===== src/verilog/icr_pkg.sv =====
// Purpose: Shared constants and types for the indexed configuration bank.
// Assumes: ISA-style 10-bit I/O port decode and 8-bit data.
// Notes: Register numbers, defaults and bit positions live here only.

package icr_pkg;

  // ----------------------------------------------------------------
  // Bus geometry and ports
  // ----------------------------------------------------------------
  localparam int ADDR_W = 10;
  localparam int DATA_W = 8;
  localparam int NUM_CR = 16;
  localparam int IDX_W = 4;
  localparam logic [ADDR_W-1:0] INDEX_PORT = 10'h3F0;
  localparam logic [ADDR_W-1:0] DATA_PORT = 10'h3F1;

  // ----------------------------------------------------------------
  // Key values
  // ----------------------------------------------------------------
  localparam logic [DATA_W-1:0] KEY_ENTER = 8'h55;
  localparam logic [DATA_W-1:0] KEY_EXIT = 8'hAA;

  // ----------------------------------------------------------------
  // Register numbers
  // ----------------------------------------------------------------
  localparam logic [IDX_W-1:0] CR_CORE_FUNC = 4'h0;
  localparam logic [IDX_W-1:0] CR_LOCK_PP = 4'h1;
  localparam logic [IDX_W-1:0] CR_CHIP_ID = 4'hD;
  localparam logic [IDX_W-1:0] CR_CHIP_REV = 4'hE;

  // ----------------------------------------------------------------
  // Power-up defaults, index 0 in the low byte
  // ----------------------------------------------------------------
  localparam logic [DATA_W-1:0] RST_CORE_FUNC = 8'h3B;
  localparam logic [DATA_W-1:0] RST_LOCK_PP = 8'h9F;
  localparam logic [DATA_W-1:0] RST_SERIAL = 8'hDC;
  localparam logic [DATA_W-1:0] RST_FLOPPY_OPT = 8'h78;
  localparam logic [DATA_W-1:0] RST_DRIVE_TYPE = 8'hFF;
  localparam logic [DATA_W-1:0] RST_ZERO = 8'h00;
  localparam logic [NUM_CR-1:0][DATA_W-1:0] CR_RESET = {
    RST_ZERO, RST_ZERO, RST_ZERO, RST_ZERO,
    RST_ZERO, RST_ZERO, RST_ZERO, RST_ZERO,
    RST_ZERO, RST_DRIVE_TYPE, RST_ZERO, RST_ZERO,
    RST_FLOPPY_OPT, RST_SERIAL, RST_LOCK_PP, RST_CORE_FUNC};

  // ----------------------------------------------------------------
  // Field positions
  // ----------------------------------------------------------------
  localparam int BIT_DISK_EN = 0;
  localparam int BIT_DISK_TYPE = 1;
  localparam int BIT_RSVD_TWO = 2;
  localparam int BIT_FLOPPY_PWR = 3;
  localparam int BIT_FLOPPY_EN = 4;
  localparam int BIT_OSC_LO = 5;
  localparam int BIT_OSC_HI = 6;
  localparam int BIT_VALID = 7;
  localparam int BIT_LOCK = 7;

  localparam logic [1:0] OSC_ALWAYS_ON = 2'h0;
  localparam logic [1:0] OSC_ALWAYS_OFF = 2'h3;

  // ----------------------------------------------------------------
  // Timing: two flip-flops on every bus and power-good pin
  // ----------------------------------------------------------------
  localparam int SYNC_STAGES = 2;

  // ----------------------------------------------------------------
  // Types
  // ----------------------------------------------------------------
  typedef enum logic [1:0] {
    ICR_LOCKED,
    ICR_KEY_ONE,
    ICR_CONFIG
  } icr_key_state_e;

  typedef struct packed {
    logic [ADDR_W-1:0] addr;
    logic [DATA_W-1:0] data;
    logic wr_n;
    logic rd_n;
  } icr_io_pins_s;

  typedef struct packed {
    logic disk_if_enable;
    logic disk_if_type_select;
    logic floppy_power_bit;
    logic floppy_enable_bit;
    logic osc_run;
    logic baud_clock_run;
    logic config_valid_flag;
  } icr_func_ctrl_s;

endpackage : icr_pkg


===== src/verilog/icr_pin_sync.sv =====
// Purpose: Two-stage synchroniser for a group of pins.
// Assumes: Pins change slowly compared with the clock.
// Notes: Only the second stage may be read outside this module.

`timescale 1ns/100ps

module icr_pin_sync
  import icr_pkg::*;
#(
  parameter int WIDTH = 1,
  parameter logic [WIDTH-1:0] INIT = '0
) (
  input wire logic clock,
  input wire logic rst_n,
  input wire logic [WIDTH-1:0] pin_in,
  output logic [WIDTH-1:0] sync_out
);

  logic [WIDTH-1:0] meta_ff;
  logic [WIDTH-1:0] sync_ff;
  logic [WIDTH-1:0] nxt_meta;
  logic [WIDTH-1:0] nxt_sync;

  always_comb begin
    nxt_meta = pin_in;
    nxt_sync = meta_ff;
  end

  always_ff @(posedge clock) begin
    if (!rst_n) begin
      meta_ff <= INIT;
      sync_ff <= INIT;
    end else begin
      meta_ff <= nxt_meta;
      sync_ff <= nxt_sync;
    end
  end

  assign sync_out = sync_ff;

endmodule : icr_pin_sync


===== src/verilog/icr_key_seq.sv =====
// Purpose: Unlock key sequencer that opens and closes configuration mode.
// Assumes: One write pulse per host write, address and data held with it.
// Notes: Reads never disturb the sequence; only writes count.

`timescale 1ns/100ps

module icr_key_seq
  import icr_pkg::*;
(
  input wire logic clock,
  input wire logic rst_n,
  input wire logic wr_pulse,
  input wire logic [ADDR_W-1:0] wr_addr,
  input wire logic [DATA_W-1:0] wr_data,
  output logic config_mode,
  output logic mode_entered
);

  icr_key_state_e state_ff;
  icr_key_state_e nxt_state;
  logic entered_ff;
  logic nxt_entered;
  logic to_index;

  always_comb begin
    to_index = (wr_addr == INDEX_PORT);
    nxt_state = state_ff;
    nxt_entered = 1'b0;
    if (wr_pulse) begin
      case (state_ff)
        ICR_LOCKED: begin
          if (to_index && wr_data == KEY_ENTER) begin
            nxt_state = ICR_KEY_ONE; // [RQ1]
          end
        end
        ICR_KEY_ONE: begin
          // Any other write, to any port, throws the attempt away
          if (to_index && wr_data == KEY_ENTER) begin
            nxt_state = ICR_CONFIG; // [RQ1]
            nxt_entered = 1'b1;
          end else begin
            nxt_state = ICR_LOCKED; // [RQ1]
          end
        end
        ICR_CONFIG: begin
          if (to_index && wr_data == KEY_EXIT) begin
            nxt_state = ICR_LOCKED; // [RQ2]
          end
        end
        default: begin
          nxt_state = ICR_LOCKED;
        end
      endcase
    end
  end

  always_ff @(posedge clock) begin
    if (!rst_n) begin
      state_ff <= ICR_LOCKED;
      entered_ff <= 1'b0;
    end else begin
      state_ff <= nxt_state;
      entered_ff <= nxt_entered;
    end
  end

  assign config_mode = (state_ff == ICR_CONFIG);
  assign mode_entered = entered_ff;

endmodule : icr_key_seq


===== src/verilog/icr_config_bank.sv =====
// Purpose: Indexed configuration register bank behind two I/O ports.
// Assumes: ISA-style pins, synchronised here; 250 MHz clock.
// Notes: Bank contents follow por_n only; rst_n touches the lock bit.
//
// What this block does
// [RQ1] Two back-to-back 55h index writes unlock
// [RQ2] Writing AAh to index port locks
// [RQ3] One index plus sixteen data registers
// [RQ4] Index loaded by writing port 3F0h
// [RQ5] Data port 3F1h reaches indexed register
// [RQ6] Index only in config mode, load first
// [RQ7] Defaults at power-up, kept over reset
// [RQ8] Register 0 at index 0, default 3Bh
// [RQ9] Bit 0 enables disk interface decode
// [RQ10] Bit 1 selects AT or XT decode
// [RQ11] Bit 2 reserved, software writes zero
// [RQ12] Bit 3 keeps floppy fully powered
// [RQ13] Bit 4 enables the floppy controller
// [RQ14] Bits 6:5 pick oscillator and baud run
// [RQ15] Bit 7 plain software valid flag
// [RQ16] Lock bit cleared blocks bank until reset
// [RQ17] Outside config mode nothing changes

`timescale 1ns/100ps

module icr_config_bank
  import icr_pkg::*;
#(
  parameter logic [DATA_W-1:0] CHIP_ID_VAL = 8'h5A,  // Arbitrary value
  parameter logic [DATA_W-1:0] CHIP_REV_VAL = 8'h03  // Arbitrary value
) (
  input wire logic clock,
  input wire logic rst_n,
  input wire logic por_n,
  input wire icr_io_pins_s io_pins,
  input wire logic power_good_input,
  output logic [DATA_W-1:0] io_data_out,
  output logic io_data_oe,
  output logic config_mode,
  output logic config_lock_bit,
  output icr_func_ctrl_s func_ctrl,
  output logic [NUM_CR-1:0][DATA_W-1:0] config_regs
);

  // ----------------------------------------------------------------
  // Helpers
  // ----------------------------------------------------------------
  function automatic logic hits_port(input logic [ADDR_W-1:0] addr,
                                     input logic [ADDR_W-1:0] port);
    hits_port = (addr == port);
  endfunction : hits_port

  function automatic logic osc_enabled(input logic [1:0] mode,
                                       input logic pgood);
    case (mode)
      OSC_ALWAYS_ON: osc_enabled = 1'b1;
      OSC_ALWAYS_OFF: osc_enabled = 1'b0;
      default: osc_enabled = pgood;
    endcase
  endfunction : osc_enabled

  // ----------------------------------------------------------------
  // Pin synchronisers
  // ----------------------------------------------------------------
  localparam int PIN_W = $bits(icr_io_pins_s);
  localparam logic [PIN_W-1:0] PIN_INIT = {{(PIN_W - 2){1'b0}}, 2'b11};

  icr_io_pins_s pins_sync;
  logic pgood_sync;

  icr_pin_sync #(
    .WIDTH(PIN_W),
    .INIT(PIN_INIT)
  ) u_io_sync (
    .clock(clock),
    .rst_n(rst_n),
    .pin_in(io_pins),
    .sync_out(pins_sync)
  );

  icr_pin_sync #(
    .WIDTH(1),
    .INIT(1'b0)
  ) u_pgood_sync (
    .clock(clock),
    .rst_n(rst_n),
    .pin_in(power_good_input),
    .sync_out(pgood_sync)
  );

  // ----------------------------------------------------------------
  // Write strobe edge
  // ----------------------------------------------------------------
  // A host write is one pulse on the falling edge of the synced strobe,
  // so a long ISA cycle still counts as exactly one write.
  logic wr_n_dly_ff;
  logic nxt_wr_n_dly;
  logic wr_pulse;

  always_comb begin
    nxt_wr_n_dly = pins_sync.wr_n;
  end

  always_ff @(posedge clock) begin
    if (!rst_n) begin
      wr_n_dly_ff <= 1'b1;
    end else begin
      wr_n_dly_ff <= nxt_wr_n_dly;
    end
  end

  assign wr_pulse = wr_n_dly_ff && !pins_sync.wr_n;

  // ----------------------------------------------------------------
  // Key sequencer
  // ----------------------------------------------------------------
  logic mode_entered;

  icr_key_seq u_key_seq (
    .clock(clock),
    .rst_n(rst_n),
    .wr_pulse(wr_pulse),
    .wr_addr(pins_sync.addr),
    .wr_data(pins_sync.data),
    .config_mode(config_mode),
    .mode_entered(mode_entered)
  );

  // ----------------------------------------------------------------
  // Index register
  // ----------------------------------------------------------------
  logic [DATA_W-1:0] index_ff;
  logic index_loaded_ff;
  logic [DATA_W-1:0] nxt_index;
  logic nxt_index_loaded;
  logic index_wr;

  always_comb begin
    index_wr = wr_pulse && config_mode &&
               hits_port(pins_sync.addr, INDEX_PORT) &&
               pins_sync.data != KEY_EXIT; // [RQ4] [RQ17]
    nxt_index = index_ff;
    nxt_index_loaded = index_loaded_ff;
    if (mode_entered) begin
      nxt_index_loaded = 1'b0; // [RQ6]
    end
    if (index_wr) begin
      nxt_index = pins_sync.data; // [RQ4]
      nxt_index_loaded = 1'b1; // [RQ6]
    end
  end

  always_ff @(posedge clock) begin
    if (!rst_n) begin
      index_ff <= 8'h00;
      index_loaded_ff <= 1'b0;
    end else begin
      index_ff <= nxt_index;
      index_loaded_ff <= nxt_index_loaded;
    end
  end

  // ----------------------------------------------------------------
  // Data register access decode
  // ----------------------------------------------------------------
  logic [NUM_CR-1:0][DATA_W-1:0] cr_ff;
  logic [NUM_CR-1:0][DATA_W-1:0] nxt_cr;
  logic [IDX_W-1:0] sel;
  logic sel_in_range;
  logic access_ok;
  logic data_wr;
  logic data_rd;
  logic sel_read_only;

  always_comb begin
    sel = index_ff[IDX_W-1:0];
    sel_in_range = (index_ff[DATA_W-1:IDX_W] == '0); // [RQ3]
    // Lock bit low shuts the whole bank until a reset restores it
    access_ok = config_mode && index_loaded_ff && sel_in_range &&
                cr_ff[CR_LOCK_PP][BIT_LOCK]; // [RQ6] [RQ16] [RQ17]
    sel_read_only = (sel == CR_CHIP_ID) || (sel == CR_CHIP_REV);
    data_wr = wr_pulse && access_ok && !sel_read_only &&
              hits_port(pins_sync.addr, DATA_PORT); // [RQ5]
    data_rd = !pins_sync.rd_n && access_ok &&
              hits_port(pins_sync.addr, DATA_PORT); // [RQ5]
  end

  // ----------------------------------------------------------------
  // Configuration registers
  // ----------------------------------------------------------------
  always_comb begin
    nxt_cr = cr_ff;
    if (data_wr) begin
      // Bit 2 of register 0 is stored as written; software keeps it zero
      nxt_cr[sel] = pins_sync.data; // [RQ5] [RQ8] [RQ11] [RQ15]
    end
    if (!rst_n) begin
      nxt_cr[CR_LOCK_PP][BIT_LOCK] = 1'b1; // [RQ16]
    end
  end

  // Only por_n restores defaults; rst_n only sets the lock bit again
  always_ff @(posedge clock) begin
    if (!por_n) begin
      cr_ff <= CR_RESET; // [RQ7] [RQ8]
    end else begin
      cr_ff <= nxt_cr; // [RQ7]
    end
  end

  // ----------------------------------------------------------------
  // Read path
  // ----------------------------------------------------------------
  logic [DATA_W-1:0] rd_data_ff;
  logic rd_oe_ff;
  logic [DATA_W-1:0] nxt_rd_data;
  logic nxt_rd_oe;

  always_comb begin
    case (sel)
      CR_CHIP_ID: nxt_rd_data = CHIP_ID_VAL;
      CR_CHIP_REV: nxt_rd_data = CHIP_REV_VAL;
      default: nxt_rd_data = cr_ff[sel]; // [RQ5]
    endcase
    if (!data_rd) begin
      nxt_rd_data = 8'h00;
    end
    nxt_rd_oe = data_rd;
  end

  always_ff @(posedge clock) begin
    if (!rst_n) begin
      rd_data_ff <= 8'h00;
      rd_oe_ff <= 1'b0;
    end else begin
      rd_data_ff <= nxt_rd_data;
      rd_oe_ff <= nxt_rd_oe;
    end
  end

  assign io_data_out = rd_data_ff;
  assign io_data_oe = rd_oe_ff;

  // ----------------------------------------------------------------
  // Function controls from register 0
  // ----------------------------------------------------------------
  icr_func_ctrl_s func_ff;
  icr_func_ctrl_s nxt_func;
  logic osc_on;

  always_comb begin
    osc_on = osc_enabled(cr_ff[CR_CORE_FUNC][BIT_OSC_HI:BIT_OSC_LO],
                         pgood_sync); // [RQ14]
    nxt_func.disk_if_enable =
      cr_ff[CR_CORE_FUNC][BIT_DISK_EN]; // [RQ9]
    nxt_func.disk_if_type_select =
      cr_ff[CR_CORE_FUNC][BIT_DISK_TYPE]; // [RQ10]
    nxt_func.floppy_power_bit =
      cr_ff[CR_CORE_FUNC][BIT_FLOPPY_PWR]; // [RQ12]
    nxt_func.floppy_enable_bit =
      cr_ff[CR_CORE_FUNC][BIT_FLOPPY_EN]; // [RQ13]
    nxt_func.osc_run = osc_on; // [RQ14]
    nxt_func.baud_clock_run = osc_on; // [RQ14]
    nxt_func.config_valid_flag =
      cr_ff[CR_CORE_FUNC][BIT_VALID]; // [RQ15]
  end

  // Registered one cycle so outputs see no decode glitches
  always_ff @(posedge clock) begin
    if (!por_n) begin
      func_ff <= '0;
    end else begin
      func_ff <= nxt_func;
    end
  end

  assign func_ctrl = func_ff;
  assign config_lock_bit = cr_ff[CR_LOCK_PP][BIT_LOCK];
  assign config_regs = cr_ff;

endmodule : icr_config_bank


===== config.mk =====
export PLATFORM = sky130hd
export DESIGN_NAME = icr_config_bank
export DESIGN_NICKNAME = d
export VERILOG_FILES = /design/src/verilog/icr_pkg.sv /design/src/verilog/icr_pin_sync.sv /design/src/verilog/icr_key_seq.sv /design/src/verilog/icr_config_bank.sv
export SDC_FILE = /design/constraint.sdc
export NUM_CORES = 1
export LEC_CHECK = 0
export ABC_CLOCK_PERIOD_IN_PS = 5600
export BUFFER_PORTS_ARGS = -buffer_cell sky130_fd_sc_hd__clkbuf_2
export CORE_AREA = 8 8 171 133
export DETAILED_ROUTE_END_ITERATION = 7
export DIE_AREA = 0 0 179 141
export HOLD_SLACK_MARGIN = 0.15
export PLACE_DENSITY = 0.72
export SYNTH_ARGS = -nofsm -noshare
export SYNTH_HDL_FRONTEND = slang
export SYNTH_SLANG_ARGS = --single-unit

===== constraint.sdc =====
create_clock -name clock -period 5.6 [get_ports clock]
set_input_delay 1.68 -clock clock [delete_from_list [all_inputs] [get_ports clock]]
set_output_delay 1.68 -clock clock [all_outputs]
set_load 0.02 [all_outputs]

==> summary.txt <==
Reg-to-reg critical path endpoint = config_lock_bit
RSZ-0062 raised after global routing = no
Finished Layout Cells = 1144
P per Cell Area = 285.8 nW/um^2
Hold depth = 1
Clk pin slew, worst setup/hold paths = 0.07 ns
IR drop worst, VDD = 170.2 uV
Area fraction of the dominant cell type after synthesis = 0.5057
Synth Flop Type = dfxtp_1
Sum Neg Setup Slack = 0 ns
Fmax = 325.9 MHz
Clk sink count = 198
EDFF count, synth = 0
Post-synthesis cell count = 733
Hold_sp = u_io_sync.meta_ff[1]
Synthesized flop and latch total = 198
CP max stage delay = 0.37 ns
Final core utilization = 0.4735
Post-layout min period = 3.069 ns
Width of the die = 179 um
CP Launch Type = register
Static Leak = 0.004160 uW
Count of cell types in the netlist = 43
Worst R2R Setup Slack = 2.71 ns
Filler Cell Count = 1859
Largest net degree at the start of global routing = 100
Post-synthesis sequential area ratio = 0.5057
Placed cells = 1113
Outcome = complete, no violations
Drt initial violations = 580
Endpoint type of the worst setup path = primary output
Net Sw Power = 618.0 uW
Core area = 19880 um^2
Nets = 899
Synth Area in Adders = 0.001596
Combinational power share = 0.024
Synth top cells by count = dfxtp_1 (198), mux2i_1 (112), nand2_1 (101)
Total CTS buffers = 17
R2R cell count = 5
Synth Area per Inst = 10.69 um^2
Via total after detailed routing = 5849
Vias/cell = 5.113
Synth area leader = dfxtp_1
Vias in the first global route = 5795
Largest family of logic cells by synthesized area = multiplexers
# setup viols final = 0
First-pass GRT wire length = 33740 um
Gr ovfl total = 0
CTS Hold Bufs = 0
I/O pins = 170
Share of cells above drive strength 1 = 0.2765
Crit-path max FO = 8
Clk pwr share = 0.444
Crit path cell chain = nand2b_1, inv_1, clkbuf_2
Total setup buffers inserted after CTS = 0
Final slew viol count = 0
CP Data Required Time = 3.92 ns
Slew margin rel. = 0.3529
Max cap viols = 0
Post-Synth Simple-Gate Area = 0.1922
CTS tree = done
Hold path endpoint = u_io_sync.sync_out[1]
Net Count, Synth = 758
Top cells by area, synth = dfxtp_1 (51%), mux2i_1 (14%), mux4_2 (7.8%)
Initial Util = 0.3943
Bufs and invs on worst path = 2
First drt pass iteration count = 7
Slowest-stage cell, CP = dfxtp_1
Synth Area in XOR/XNOR = 0
DIE HEIGHT = 141 um
Max Buffers Root-to-Sink = 2
Ys Warns = 0
Post-DRT Antenna Nets = 0
Multiplexer share of the synthesized area = 0.2235
HP Class = register to register
Number of antenna diodes = 0
Antenna violations before repair = 0
RD Place Congestion = 0.8328
Worst skew pair latency = 0.44 ns
Wire length per cell = 19.26 um
Syn-to-layout area delta = 20.08%
Cell with the most instances after synthesis = dfxtp_1
Synthesized area = 7838 um^2
Die area = 25240 um^2
Reg2Reg Launch Point = index_ff[0]
Num rows = 45
CTS resizes = 0
Least-Margin Pin Slew = 0.9634 ns
GRT Util Overall = 0.1736
Async set-reset flop share out of synthesis = 0
Crit path DAT = 1.39 ns
Overall power = 2690 uW
H-tree Lvls = 4
Final period util = 0.5480
DRC viols = 0
Sw Ratio = 0.2297
Power Internal = 2072 uW
Critical path class = register to primary output
Clock Tree Root = clkbuf_16
Delay-heaviest family, CP = flip-flops
Final hold vios = 0
Seq pwr share = 0.532
Compound-Gate Fraction of Synth Area = 0.04231
Final HPWL DP = 15980 um
Final setup skew = 0.009253 ns
Port Buf Inserts = 169
Routed WL = 22030 um
-- cell families after synthesis --
logic type,after synthesis
and+or+nand+nor,275
adders and majority gates,1
DFF,198
buffers and inverters,64
AOI/OAI and AO/OA,54
muxes,141
-- state kept, by name (all words and copies together), names as in the netlist, 2 cells and up --
signal,count
index_ff,8
config_regs,127
u_io_sync.meta_ff,20
io_data_out,8
u_key_seq.state_ff,2
func_ctrl,6
u_io_sync.sync_out,20
-- area by class of cell --
cell class	instances	area, um^2	share of cell area
Multi-Input combinational cell	471	3615	0.3841
Clock buffer	18	429.2	0.04560
Tap cell	258	322.8	0.03430
Inverter	10	37.54	0.003988
Sequential cell	198	3965	0.4213
Timing Repair Buffer	176	900.9	0.09572
Clock inverter	13	141.4	0.01502
-- routing by layer --
layer  wire length, um  track usage
met1             10460       0.2335
met2              9490       0.2597
met3              1880      0.06298
met4               200      0.04168
met5                 0            0
-- worst max-delay path by stage --
stage | cells past startpoint | endpoint | startpoint | slack (ns)
floorplan | 5 | io_data_out[0] | rst_n | 2.87
global placement | 5 | io_data_out[1] | rst_n | 2.19
detailed placement | 5 | io_data_out[0] | rst_n | 2.19
CTS | 3 | config_mode | u_key_seq.state_ff[0] | 2.52
global route | 3 | config_mode | u_key_seq.state_ff[0] | 2.45
finish | 3 | config_mode | u_key_seq.state_ff[0] | 2.53
-- cell usage in the layout (no fill, tap or decap), drive strengths merged, types with 2 or more instances in the layout --
cell      netlist  final
clkinvlp        0      2
nor4            7      7
or3             5      5
nor2b          43     43
nand4          17     17
buf            15      8
mux4           27     27
and2           61     61
or4             4      4
nand3           6      6
a21oi          19     19
mux2i         112    112
nand4b          2      2
clkbuf         39    186
clkinv          0      5
inv            10     15
a211oi          6      6
nor3            3      3
dfxtp         198    198
mux2            2      2
a22oi           6      6
o21ai          14     14
nand2         101    101
nor4b           3      3
nor2            7      7
nand2b         12     12
a311oi          2      2
-- power by group through the flow --
| stage | clock network (uW) | registers [uW] | logic, uW |
|---|---|---|---|
| 5_1_grt | 1280 | 1430 | 70.3 |
| 4_1_cts | 1220 | 1430 | 64.1 |
| 2_1_floorplan | 0 | 1460 | 43.0 |
| 6_report | 1200 | 1430 | 63.3 |
| 3_5_place_dp | 0 | 1460 | 63.8 |
| 3_3_place_gp | 0 | 1460 | 63.7 |
-- per-stage QoR --
stage          area [um^2]  setup slack (ns)  hold slack (ns)
2_1_floorplan         7838             2.871           0.3863
6_report              9412             2.531           0.4080
3_5_place_dp          8841             2.185           0.3918
4_1_cts               9412             2.518           0.4095
3_3_place_gp          8841             2.195           0.3942
5_1_grt               9412             2.454           0.4332
-- worst reg2reg max path, stage by stage (launching register included) --
cell and delay [ns]:
dfxtp_2 0.86, buf_4 0.43, inv_1 0.15, nor3_1 0.31, nand4_1 0.65, o22a_1 0.38
(Power assumes the default switching activity.)
